$ cat config.mk
export PLATFORM = sky130hd
export DESIGN_NAME = oti_out_ind
export DESIGN_NICKNAME = d
export VERILOG_FILES = /design/src/hdl/oti_pkg.sv /design/src/hdl/oti_fifo.sv /design/src/hdl/oti_mf_track.sv /design/src/hdl/oti_out_ind.sv
export SDC_FILE = /design/constraint.sdc
export NUM_CORES = 1
export LEC_CHECK = 0
export BUFFER_PORTS_ARGS = -buffer_cell sky130_fd_sc_hd__buf_2
export CORE_UTILIZATION = 56
export CTS_CLUSTER_DIAMETER = 30
export DETAILED_ROUTE_END_ITERATION = 10
export PLACE_DENSITY = 0.76
export SLEW_MARGIN = 20
export SYNTH_ARGS = -nofsm -noshare
export SYNTH_HDL_FRONTEND = slang
export SYNTH_SLANG_ARGS = --single-unit
$ cat constraint.sdc
create_clock -name clk_sys -period 3.5 [get_ports clk_sys]
set_input_delay 0.525 -clock clk_sys [delete_from_list [all_inputs] [get_ports clk_sys]]
set_output_delay 0.525 -clock clk_sys [all_outputs]
set_load 0.02 [all_outputs]
$ cat src/hdl/oti_pkg.sv
package oti_pkg;
  // bus widths and tributary count
  localparam int DATA_W = 8;
  localparam int NIB_W = 4;
  localparam int TRIB_N = 3;
  localparam int FIFO_DEPTH = 16;

  // field positions inside one buffered byte word
  localparam int F_DATA_LSB = 0;
  localparam int F_ALARM = 8;
  localparam int F_IDLE = 9;
  localparam int F_TOH = 10;
  localparam int F_KIND_LSB = 11;
  localparam int F_TU3 = 15;
  localparam int F_TRIB_LSB = 16;
  localparam int F_H4 = 18;
  localparam int F_FRAME = 19;
  localparam int WORD_W = 20;

  // overhead byte kinds carried with each byte
  localparam logic [3:0] POH_NONE = 4'h0;
  localparam logic [3:0] POH_J1 = 4'h1;
  localparam logic [3:0] POH_Z5 = 4'h9;
  localparam logic [3:0] POH_V5 = 4'ha;
  localparam logic [3:0] POH_Z7 = 4'hd;

  // multiframe timing
  localparam int CLK_PERIOD_NS = 8;
  localparam int FRAME_US = 125;
  localparam int LOSS_MS = 1;
  localparam int LOSS_FRAMES = (LOSS_MS * 1000) / FRAME_US;
  localparam logic [3:0] MISS_LAST = 4'(LOSS_FRAMES - 1);
  localparam logic [2:0] SEQ_FRAMES = 3'h4;

  // values after reset
  localparam logic [7:0] BUS_RST = 8'h00;
  localparam logic [2:0] LOM_RST = 3'h7;

  // multiframe tracker states, gray along hunt, run, sync
  typedef enum logic [1:0] {
    MF_HUNT = 2'h0,
    MF_RUN = 2'h1,
    MF_SYNC = 2'h3
  } oti_mf_state_t;
endpackage

$ cat src/hdl/oti_fifo.sv
`timescale 1ns/1ps
module oti_fifo #(
  parameter int WIDTH = 20,
  parameter int DEPTH = 16
) (
  // system
  input wire logic clk_sys,
  input wire logic rst_b,
  // fill side
  input wire logic in_valid,
  output logic in_ready,
  input wire logic [WIDTH-1:0] in_data,
  // drain side
  output logic out_valid,
  input wire logic out_ready,
  output logic [WIDTH-1:0] out_data
);
  localparam int PW = $clog2(DEPTH);
  localparam int CW = $clog2(DEPTH + 1);

  logic [WIDTH-1:0] mem [DEPTH]; // flop storage
  logic [PW-1:0] wr_reg;
  logic [PW-1:0] rd_reg;
  logic [CW-1:0] cnt_reg;
  logic push;
  logic pull;

  // full and empty come straight from the count
  assign in_ready = (cnt_reg != CW'(DEPTH));
  assign out_valid = (cnt_reg != '0);
  assign push = in_valid & in_ready;
  assign pull = out_valid & out_ready;
  assign out_data = mem[rd_reg];

  // storage has no reset, only the pointers and the count do
  always_ff @(posedge clk_sys) begin
    if (push) begin
      mem[wr_reg] <= in_data;
    end
  end

  // pointers wrap naturally, depth must be a power of two
  always_ff @(posedge clk_sys or negedge rst_b) begin
    if (!rst_b) begin
      wr_reg <= '0;
      rd_reg <= '0;
      cnt_reg <= '0;
    end else begin
      wr_reg <= push ? PW'(wr_reg + 1'b1) : wr_reg;
      rd_reg <= pull ? PW'(rd_reg + 1'b1) : rd_reg;
      cnt_reg <= CW'(cnt_reg + CW'(push) - CW'(pull));
    end
  end
endmodule // oti_fifo

$ cat src/hdl/oti_mf_track.sv
`timescale 1ns/1ps
module oti_mf_track (
  // system
  input wire logic clk_sys,
  input wire logic rst_b,
  // events from the outgoing byte stream
  input wire logic frame_tick,
  input wire logic h4_strobe,
  input wire logic [1:0] h4_phase,
  // status
  output logic lost
);
  oti_pkg::oti_mf_state_t state_reg;
  oti_pkg::oti_mf_state_t state_next;
  logic [1:0] prev_reg; // last h4 phase seen
  logic [2:0] run_reg; // frames in a row in sequence
  logic [3:0] miss_reg; // frames since last good run
  logic seq_ok;
  logic acquire;
  logic timeout;

  // phase must step by one each frame
  assign seq_ok = (h4_phase == 2'(prev_reg + 2'h1));
  // fourth frame in a row completes the sequence
  // hunting never acquires: the run must restart from a first frame
  assign acquire = h4_strobe & seq_ok & (state_reg != oti_pkg::MF_HUNT) &
                   (run_reg >= 3'(oti_pkg::SEQ_FRAMES - 3'h1));
  // eight frames without a full sequence is one millisecond
  assign timeout = frame_tick & ~acquire &
                   (miss_reg == oti_pkg::MISS_LAST);
  assign lost = (state_reg != oti_pkg::MF_SYNC);

  // tracker state walk
  always_comb begin
    state_next = state_reg;
    case (state_reg)
      oti_pkg::MF_HUNT: begin
        if (h4_strobe) begin
          state_next = oti_pkg::MF_RUN;
        end
      end
      oti_pkg::MF_RUN: begin
        if (acquire) begin
          state_next = oti_pkg::MF_SYNC;
        end else if (timeout) begin
          state_next = oti_pkg::MF_HUNT;
        end
      end
      oti_pkg::MF_SYNC: begin
        if (timeout) begin
          state_next = oti_pkg::MF_HUNT;
        end
      end
      default: state_next = oti_pkg::MF_HUNT;
    endcase
  end

  // counters; a good run restarts the loss window
  always_ff @(posedge clk_sys or negedge rst_b) begin
    if (!rst_b) begin
      state_reg <= oti_pkg::MF_HUNT;
      prev_reg <= 2'h0;
      run_reg <= 3'h0;
      miss_reg <= 4'h0;
    end else begin
      state_reg <= state_next;
      if (h4_strobe) begin
        prev_reg <= h4_phase;
        // a run left over from a lost sync must not shorten the next one
        if (!seq_ok || (state_reg == oti_pkg::MF_HUNT)) begin
          run_reg <= 3'h1;
        end else if (run_reg < oti_pkg::SEQ_FRAMES) begin
          run_reg <= 3'(run_reg + 3'h1);
        end
      end
      if (acquire || timeout) begin
        miss_reg <= 4'h0;
      end else if (frame_tick) begin
        miss_reg <= 4'(miss_reg + 4'h1);
      end
    end
  end
endmodule // oti_mf_track

$ cat src/hdl/oti_out_ind.sv
`timescale 1ns/1ps
// Function
// alarm indicator high on alarm-inserted tributary bytes
// idle indicator high on idle-coded tributary bytes
// floating mode overhead values are don't-care downstream
// locked mode forces indicators low on overhead
// tu3 stream marks j1 through z5 bytes
// other streams mark v5 j2 z6 z7
// byte mode updates on byte clock rise
// nibble mode updates on nibble clock rise
// loss flag clears after four good frames
// loss flag sets after one millisecond unsynced
// top loss bit reports first tributary
// loss flags change only on byte clock
// nibble mode high nibble first, upper low
// floating select low means locked mode
// one millisecond counted as eight frames
module oti_out_ind (
  // system
  input wire logic clk_sys,
  input wire logic rst_b,
  // static configuration
  input wire logic byte_interface_select,
  input wire logic floating_mode_select,
  // outgoing timing pins
  input wire logic byte_clock,
  input wire logic nibble_clock,
  // upstream byte stream
  input wire logic up_valid,
  output logic up_ready,
  input wire logic [7:0] up_data,
  input wire logic up_alarm,
  input wire logic up_idle,
  input wire logic up_toh,
  input wire logic [3:0] up_poh_kind,
  input wire logic up_tu3,
  input wire logic [1:0] up_trib,
  input wire logic up_h4,
  input wire logic up_frame_start,
  // outgoing bus and indicators
  output logic [7:0] outgoing_data_bus,
  output logic alarm_indicator,
  output logic idle_indicator,
  output logic path_overhead_marker,
  output logic [3:1] multiframe_loss_flag,
  output logic underrun_pulse
);
  // pin synchroniser, bit 0 byte clock, bit 1 nibble clock
  logic [1:0] pin_in;
  logic [1:0] sync1_reg;
  logic [1:0] sync2_reg;
  logic [1:0] sync3_reg;
  logic [1:0] lvl_reg; // filtered pin level
  logic [1:0] agree;
  logic [1:0] rise;
  logic byte_rise;
  logic nib_rise;

  // buffer interface
  logic [oti_pkg::WORD_W-1:0] up_word;
  logic [oti_pkg::WORD_W-1:0] f_data;
  logic f_valid;
  logic f_ready;

  // fields of the word at the buffer head
  logic [7:0] w_data;
  logic w_alarm;
  logic w_idle;
  logic w_toh;
  logic [3:0] w_kind;
  logic w_tu3;
  logic [1:0] w_trib;
  logic w_h4;
  logic w_frame;

  // transfer control
  logic byte_mode;
  logic pop_req;
  logic pop;
  logic underrun;
  logic toh_gate;
  logic poh_tu3_hit;
  logic poh_vt_hit;
  logic poh_hit;

  // output state
  logic [7:0] bus_reg;
  logic [7:0] bus_next;
  logic [3:0] low_nib_reg; // second nibble waits here
  logic phase_reg; // high while low nibble is due
  logic alarm_reg;
  logic idle_reg;
  logic poh_reg;
  logic [2:0] lom_reg;
  logic [2:0] lost_rev;
  logic [oti_pkg::TRIB_N-1:0] lost;
  logic underrun_reg;

  // pins are asynchronous to clk_sys
  assign pin_in = {nibble_clock, byte_clock};
  // a level is accepted once stages two and three agree
  assign agree = ~(sync2_reg ^ sync3_reg);
  assign rise = agree & sync2_reg & ~lvl_reg;
  assign byte_rise = rise[0];
  assign nib_rise = rise[1];

  // three flop chain plus accepted level
  always_ff @(posedge clk_sys or negedge rst_b) begin
    if (!rst_b) begin
      sync1_reg <= 2'h0;
      sync2_reg <= 2'h0;
      sync3_reg <= 2'h0;
      lvl_reg <= 2'h0;
    end else begin
      sync1_reg <= pin_in;
      sync2_reg <= sync1_reg;
      sync3_reg <= sync2_reg;
      lvl_reg <= (agree & sync2_reg) | (~agree & lvl_reg);
    end
  end

  // pack one outgoing byte with its markers
  assign up_word = {up_frame_start, up_h4, up_trib, up_tu3,
                    up_poh_kind, up_toh, up_idle, up_alarm,
                    up_data};

  // the buffer absorbs upstream jitter against the pin clocks
  oti_fifo #(
    .WIDTH(oti_pkg::WORD_W),
    .DEPTH(oti_pkg::FIFO_DEPTH)
  ) u_fifo (
    .clk_sys(clk_sys),
    .rst_b(rst_b),
    .in_valid(up_valid),
    .in_ready(up_ready),
    .in_data(up_word),
    .out_valid(f_valid),
    .out_ready(f_ready),
    .out_data(f_data)
  );

  // unpack the head word
  assign w_data = f_data[oti_pkg::F_DATA_LSB +: 8];
  assign w_alarm = f_data[oti_pkg::F_ALARM];
  assign w_idle = f_data[oti_pkg::F_IDLE];
  assign w_toh = f_data[oti_pkg::F_TOH];
  assign w_kind = f_data[oti_pkg::F_KIND_LSB +: 4];
  assign w_tu3 = f_data[oti_pkg::F_TU3];
  assign w_trib = f_data[oti_pkg::F_TRIB_LSB +: 2];
  assign w_h4 = f_data[oti_pkg::F_H4];
  assign w_frame = f_data[oti_pkg::F_FRAME];

  // one byte leaves per byte edge, or per nibble pair
  assign byte_mode = byte_interface_select;
  assign pop_req = byte_mode ? byte_rise
                             : (nib_rise & ~phase_reg);
  assign f_ready = pop_req;
  assign pop = pop_req & f_valid;
  // an empty buffer at a due edge sends a blank byte
  assign underrun = pop_req & ~f_valid;

  // locked mode blanks overhead; floating leaves it raw,
  // downstream must ignore those bytes itself
  assign toh_gate = ~floating_mode_select & w_toh;

  // marker set depends on the tributary type
  assign poh_tu3_hit = (w_kind >= oti_pkg::POH_J1) &&
                       (w_kind <= oti_pkg::POH_Z5);
  assign poh_vt_hit = (w_kind >= oti_pkg::POH_V5) &&
                      (w_kind <= oti_pkg::POH_Z7);
  assign poh_hit = w_tu3 ? poh_tu3_hit : poh_vt_hit;

  // bus value for this edge
  always_comb begin
    bus_next = bus_reg;
    if (underrun) begin
      bus_next = oti_pkg::BUS_RST;
    end else if (pop && byte_mode) begin
      bus_next = w_data;
    end else if (pop) begin
      // msb of the nibble on bit 3, high half first
      bus_next = {4'h0, w_data[7:4]};
    end else if (!byte_mode && nib_rise && phase_reg) begin
      bus_next = {4'h0, low_nib_reg};
    end
  end

  // bus, nibble phase and held low half
  always_ff @(posedge clk_sys or negedge rst_b) begin
    if (!rst_b) begin
      bus_reg <= oti_pkg::BUS_RST;
      low_nib_reg <= 4'h0;
      phase_reg <= 1'b0;
    end else begin
      bus_reg <= bus_next;
      if (pop) begin
        low_nib_reg <= w_data[3:0];
      end
      if (byte_mode) begin
        phase_reg <= 1'b0;
      end else if (nib_rise) begin
        phase_reg <= phase_reg ? 1'b0 : f_valid;
      end
    end
  end

  // indicators hold for the whole byte, both nibbles
  always_ff @(posedge clk_sys or negedge rst_b) begin
    if (!rst_b) begin
      alarm_reg <= 1'b0;
      idle_reg <= 1'b0;
      poh_reg <= 1'b0;
    end else if (pop) begin
      alarm_reg <= w_alarm & ~toh_gate;
      idle_reg <= w_idle & ~toh_gate;
      poh_reg <= poh_hit & ~toh_gate;
    end else if (underrun) begin
      alarm_reg <= 1'b0;
      idle_reg <= 1'b0;
      poh_reg <= 1'b0;
    end
  end

  // one multiframe tracker per tributary
  genvar g;
  generate
    for (g = 0; g < oti_pkg::TRIB_N; g++) begin : g_trib
      oti_mf_track u_track (
        .clk_sys(clk_sys),
        .rst_b(rst_b),
        .frame_tick(pop & w_frame),
        .h4_strobe(pop & w_h4 & (w_trib == 2'(g))),
        .h4_phase(w_data[1:0]),
        .lost(lost[g])
      );
      // first tributary lands on the highest flag bit
      assign lost_rev[oti_pkg::TRIB_N-1-g] = lost[g];
    end
  endgenerate

  // loss flags follow the byte clock even in nibble mode,
  // so a change may lag the tracker by up to one byte
  always_ff @(posedge clk_sys or negedge rst_b) begin
    if (!rst_b) begin
      lom_reg <= oti_pkg::LOM_RST;
      underrun_reg <= 1'b0;
    end else begin
      if (byte_rise) begin
        lom_reg <= lost_rev;
      end
      underrun_reg <= underrun;
    end
  end

  // port drive
  assign outgoing_data_bus = bus_reg;
  assign alarm_indicator = alarm_reg;
  assign idle_indicator = idle_reg;
  assign path_overhead_marker = poh_reg;
  assign multiframe_loss_flag = lom_reg;
  assign underrun_pulse = underrun_reg;
endmodule // oti_out_ind

Yosys cells after proc, flatten, opt, wreduce, memory -nomap -nowiden

Memories as Yosys holds them, arrays and structs flattened.
Cells that the tools add are included.

Add/sub/neg operators: 13
$lt $le $gt $ge: 10
Equal/unequal tests: 21
Mux-type cells: 39
Bitwise logic cells: 43
Reductions and logical operators: 35

Operator list:

| operator                                                                            | count |
|---|---|
| 8-bit two-way mux                                                                   | 4 |
| 1-bit bitwise AND                                                                   | 28 |
| 4-bit two-way mux                                                                   | 6 |
| 2-bit nonzero test                                                                  | 11 |
| 4-bit by 1-bit adder with 4-bit output, second input constant                       | 5 |
| 2-bit two-way mux                                                                   | 9 |
| 3-bit two-way mux                                                                   | 6 |
| 2-bit one-hot mux with 3 select lines                                               | 3 |
| 4-bit by 3-bit equality test with 1-bit output, second input constant               | 3 |
| 1-bit two-way mux                                                                   | 11 |
| 3-bit by 1-bit adder with 3-bit output, second input constant                       | 3 |
| 3-bit by 2-bit greater-or-equal comparator with 1-bit output, second input constant | 3 |
| 3-bit less-than comparator, second input constant                                   | 3 |
| 2-bit by 1-bit equality test with 1-bit output, second input constant               | 4 |
| 2-bit equality test, second input constant                                          | 4 |
| 4-bit less-or-equal comparator, second input constant                               | 2 |
| 2-bit logical NOT                                                                   | 4 |
| 1-bit inverter                                                                      | 7 |
| 2-bit by 1-bit adder with 2-bit output, second input constant                       | 3 |
| 2-bit bitwise AND                                                                   | 3 |
| 2-bit equality test                                                                 | 3 |
| 1-bit logical OR                                                                    | 6 |
| 2-bit by 1-bit != test with 1-bit output, second input constant                     | 3 |
| 2-bit != test, second input constant                                                | 3 |
| 13 further kinds                                                                    | 24 |

Flip-flop bits (word level): 74
RAM bits: 320
Input port bits: 27
Output and inout bits: 16
Word-level logic and storage cells: 189
Memories kept: 1

Memory list:

| memory     | words | width | rd ports | clocked after Yosys merged registers in | write ports | line           | source |
|---|---|---|---|---|---|---|---|
| u_fifo.mem | 16    | 20    | 1        | 0                                       | 1           | oti_fifo.sv:21 | `logic [WIDTH-1:0] mem [DEPTH];` |

Longest topological paths before layout

Depth after elaboration: 18
Depth in mapped cells: 19
Mapped depth without buffers: 15

By module

From an unflattened synthesis, not the netlist that was laid out.

Cells, all modules: 934
Area total of the unflattened synthesis: 16090.4 um2

Modules (own cells, without submodules):

| module                                | instances | cells an instance | area each (um2) | seq. area each (um2) |
|---|---|---|---|---|
| oti_fifo                              | 1         | 665               | 13062.5         | 9934.5 |
| oti_out_ind                           | 1         | 105               | 1265.0          | 704.4 |
| oti_mf_track at g_trib[0].u_track ... | 2         | 55                | 586.8           | 275.3 |
| oti_mf_track at g_trib[2].u_track     | 1         | 54                | 589.3           | 275.3 |

Least setup slack after synthesis

OpenSTA, ideal clock, no wires.

Path type: input port to flip-flop
Start point: input byte_interface_select
End point: register u_fifo.cnt_reg[4]
Library setup time: 0.125 ns
Data arrival time: 3.301 ns
Required time: 3.375 ns
Setup slack: 0.073 ns
Stages: 18
Buffers on the path: 4
Path through: or4b_1 -> and2_1 -> buf_4 -> or2_1 -> buf_2 -> clkinv_4 -> buf_4 -> buf_2 -> ha_1 -> inv_1 -> ha_1 -> inv_1 -> fa_1 -> inv_1 -> a21oi_1 -> nor2_1 -> nor2_1 -> xnor2_1

Longest elaborated chain between the ends: 3

RTL lines:

| item                                        | line               | source |
|---|---|---|
| from (decl)                                 | oti_out_ind.sv:23  | `input wire logic byte_interface_select,` |
| 1-bit two-way mux                           | oti_out_ind.sv:155 | `assign pop_req = byte_mode ? byte_rise` |
| 1-bit bitwise AND                           | -                  |  |
| net pop                                     | oti_out_ind.sv:79  | `logic pop;` |
| 5-bit by 1-bit subtractor with 5-bit output | oti_fifo.sv:51     | `cnt_reg <= CW'(cnt_reg + CW'(push) - CW'(pull));` |
| to (signal assigned)                        | oti_fifo.sv:51     |  |
| to (decl)                                   | oti_fifo.sv:24     | `logic [CW-1:0] cnt_reg;` |

The timed path passes the listed nets, and every way through them passes these cells.
A chain may end at the register's enable or synchronous reset.

Worst setup path after layout

Start point: register u_fifo.rd_reg[0]
End point: register bus_reg[0] (netlist: outgoing_data_bus[0])

Longest elaborated chain between the ends: 4

RTL lines:

| item                   | line               | source |
|---|---|---|
| from (decl)            | oti_fifo.sv:23     | `logic [PW-1:0] rd_reg;` |
| from (signal assigned) | oti_fifo.sv:50     | `rd_reg <= pull ? PW'(rd_reg + 1'b1) : rd_reg;` |
| memory 16 x 20 bit *   | -                  |  |
| 8-bit two-way mux      | oti_out_ind.sv:180 | `end else if (pop) begin` |
| 8-bit two-way mux *    | oti_out_ind.sv:178 | `end else if (pop && byte_mode) begin` |
| 8-bit two-way mux *    | oti_out_ind.sv:176 | `if (underrun) begin` |
| to (signal assigned)   | oti_out_ind.sv:191 | `bus_reg <= oti_pkg::BUS_RST;` |
| to (signal assigned)   | oti_out_ind.sv:195 | `bus_reg <= bus_next;` |
| to (decl)              | oti_out_ind.sv:87  | `logic [7:0] bus_reg;` |

Mark *: on every way between the ends. The rest lies on a longest branch, timed or not.

==> flow_summary.rst <==
.. list-table::
   :header-rows: 1

   * - Metric
     - Value
   * - Outcome
     - finished clean
   * - Post-CTS setup-driven buffer insertion count
     - 0
   * - TritonRoute pass-1 iters
     - 5
   * - CTS Buffer Depth
     - 3
   * - CTS clk-pin slew, worst paths
     - 50 ps
   * - Vias in the first global route
     - 9,542
   * - P_leak
     - 7.092 nW
   * - FF/Latch Area
     - 11,470 um^2
   * - RSZ-0062 raised after global routing
     - no
   * - Share of the yosys chip area belonging to registers
     - 0.7021
   * - Critical Path Start Type
     - register
   * - Initial drt markers
     - 841
   * - Share of the clock period used by the worst path after layout
     - 0.9076
   * - H-tree lvl count
     - 3
   * - CP Class
     - register to register
   * - Crit path setup slack, layout
     - 323.4 ps
   * - Routed wire length
     - 37,900 um
   * - Final Max Slew Viols
     - 0
   * - Fill cell instance count of the final layout
     - 1,763
   * - Post-synth top flop
     - edfxtp_1
   * - Largest net degree at the start of global routing
     - 75
   * - Headroom to the max-slew limit
     - 0.4110
   * - HPWL after detailed placement
     - 20,230 um
   * - Ratio of cells with drive above 1 in the final layout
     - 0.3157
   * - Multi-input logic area
     - 4539 um^2
   * - Starting utilization of the core area
     - 0.5689
   * - Clock root buffer master
     - clkbuf_16
   * - Number of synthesized register bits
     - 394
   * - DR DRC count
     - 0
   * - Setup TNS after final layout
     - 0 ps
   * - Sinks on the clock net
     - 394
   * - Post-route ant nets
     - 0
   * - Die X
     - 172.8 um
   * - Number of flops mapped to enable cells by yosys
     - 320
   * - Type of destination of the critical path
     - register
   * - Slew at the pin with the worst max-slew slack
     - 883.5 ps
   * - First-pass GRT wire length
     - 57,680 um
   * - Max reg flops
     - 320
   * - Area added between synthesis and finish
     - 21.45%
   * - Gp weighted congestion
     - 0.8185
   * - Worst clock skew
     - 51.84 ps
   * - Fraction of registers with async set or reset after synthesis
     - 0.1878
   * - Setup violators final
     - 0
   * - Number of buffers added on ports
     - 42
   * - Post-Syn Nets
     - 925
   * - Count of distinct cell types in the synthesized netlist
     - 71
   * - # nets final
     - 1,047
   * - Maximum resistive drop on vdd
     - 0.6623 mV
   * - Summed instance area of the synthesized netlist
     - 16,330 um^2
   * - Number of I/O pins
     - 43
   * - Clock latency at the later pin of the worst-skew pair
     - 600 ps
   * - Inserted Diodes
     - 0
   * - Post-Layout Inst Area
     - 19,830 um^2
   * - Total Routing Usage GR
     - 0.2630
   * - Cell Rows
     - 62
   * - Standard cell core area
     - 28,700 um^2
   * - Max Fclk
     - 314.8 MHz
   * - Syn_area_per_cell
     - 18.66 um^2
   * - Worst-case hold slack
     - 59.71 ps
   * - Final hold violation count
     - 0
   * - TritonCTS Buffers
     - 77
   * - Leftover overflow at the end of global routing
     - 0
   * - Total of max-cap violations
     - 0
   * - Count of mapped cells out of synthesis
     - 875
   * - Final routed wire length divided by cell count
     - 26.23 um
   * - Required time worst endpoint
     - 3960 ps
   * - Post-placement setup slack
     - 371.9 ps
   * - Total via count in the routed design
     - 8,983
   * - Overall die area
     - 29,840 um^2
   * - Clock tree from TritonCTS
     - built
   * - Number of antenna violations at the first check in global routing
     - 0
   * - Drt via density
     - 6.217
   * - Floorplan die height
     - 172.8 um
   * - Synth warnings
     - 0
   * - Final Critical Period
     - 3177 ps
   * - PD cells
     - 934.5 nW/um^2
   * - Area post-placement
     - 17,090 um^2
   * - Max FO, Critical Path
     - 51
   * - Data arrival, critical path
     - 3630 ps
   * - Hold WC Path Type
     - primary input to register
## cell families (layout without fill, tap and decap cells)
logic type	count (synthesis)	count (layout)	synth area share
buf+inv	63	249	0.02199
simple gates	165	165	0.05625
compound gates	98	98	0.04789
xor+xnor	16	16	0.008583
mux	116	116	0.1451
flops	394	394	0.7021
fa+ha+maj	23	23	0.01808
## area by class of cell
cell class / instances / share of cell area
clock buffer: 90 / 0.1022
clock inverter: 53 / 0.03407
inverter: 29 / 0.005742
multi-input combinational: 418 / 0.2289
sequential: 394 / 0.5785
tap: 384 / 0.02423
timing repair buffer: 77 / 0.02637
## timing repair
action                                 in CTS  in global routing
hold buffers                                0                  1
endpoints found under the hold margin       0                 20
gates resized for setup                     0                  0
## synthesized netlist by cell type (4+ instances only)
master     number  area (um^2)
xnor2_1        13        113.9
o21a_1          7        52.55
a211oi_1       13        97.59
a22oi_1        10        75.07
a32o_1          4        40.04
mux4_2         80         1802
nor2_1         36        135.1
edfxtp_1      320         9609
a2111oi_4       4        110.1
nand4_1         4        25.02
o21ai_0        20        100.1
nor2b_1        11        68.82
ha_1           22        275.3
nor4_1          4        25.02
mux2_2         12        135.1
a21oi_1        14        70.07
buf_4           8        60.06
nand2_1        41        153.9
mux2i_1        12        120.1
nand3_1         8        40.04
mux4_1         11        289.0
inv_1          26        97.59
nor3_1          9        45.04
and3_1          8        50.05
and2_1         11        68.82
dfrtp_1        71         1777
clkbuf_1        7        26.28
buf_2           8        40.04
buf_6           6        67.56
## placed cells by master, fill, tap and decap left out, types with 9 or more instances in the layout
master / count
a21oi_1: 14
mux2i_1: 12
nor3_1: 9
a211oi_1: 13
buf_4: 32
nor2b_1: 11
mux2_2: 12
nand2_1: 41
inv_6: 9
and2_1: 11
a22oi_1: 10
mux4_1: 11
clkbuf_1: 9
xnor2_1: 13
edfxtp_1: 320
clkbuf_16: 78
buf_2: 41
ha_1: 22
nor2_1: 32
clkinvlp_4: 11
inv_1: 26
dfrtp_1: 68
mux4_2: 80
o21ai_0: 20
## layer usage
layer / GRT usage / vias up / part of all wire
li1: - / 3810 / -
met1: 0.3388 / 4684 / 0.39
met2: 0.4402 / 398 / 0.52
met3: 0.05057 / 91 / 0.065
met4: 0.1143 / 0 / 0.030
met5: 0 / - / 0
## stage by stage
step | power, mW | utilization | cells
after CTS | 18.62 | 0.6896 | 1443
after detailed placement | 10.96 | 0.5954 | 1300
after global placement | 10.82 | 0.5954 | 1300
after global routing | 19.24 | 0.6909 | 1445
final | 18.53 | 0.6909 | 1445
after floorplan | 9.706 | - | 875
## worst max-delay path: stages, from the launching register on
cell and delay, ps:
dfrtp_4 780, buf_12 420, mux4_1 610, mux4_2 510
mux2_2 290, a221oi_1 320, nor2_1 80
## path summary, 6_finish.rpt
kind	from	end	slack (ps)	cells past startpoint
setup reg to reg	u_fifo.rd_reg[0]	outgoing_data_bus[0]	320	6
hold / removal	byte_clock	sync1_reg[0]	60	1
setup / recovery	u_fifo.rd_reg[0]	outgoing_data_bus[0]	320	6
min in group asynchronous	rst_b	g_trib[2].u_track.run_reg[2]	390	2
max in group asynchronous	rst_b	multiframe_loss_flag[2]	2450	3
hold reg to reg	sync1_reg[1]	sync2_reg[1]	350	0
## report_power, final
group,leakage (nW),switching [mW],internal (mW)
sequential,3.79,0.606,5.78
clock,1.29,2.67,4.86
combinational,2.01,2.54,2.08
Power figures use the tool's default switching activity.
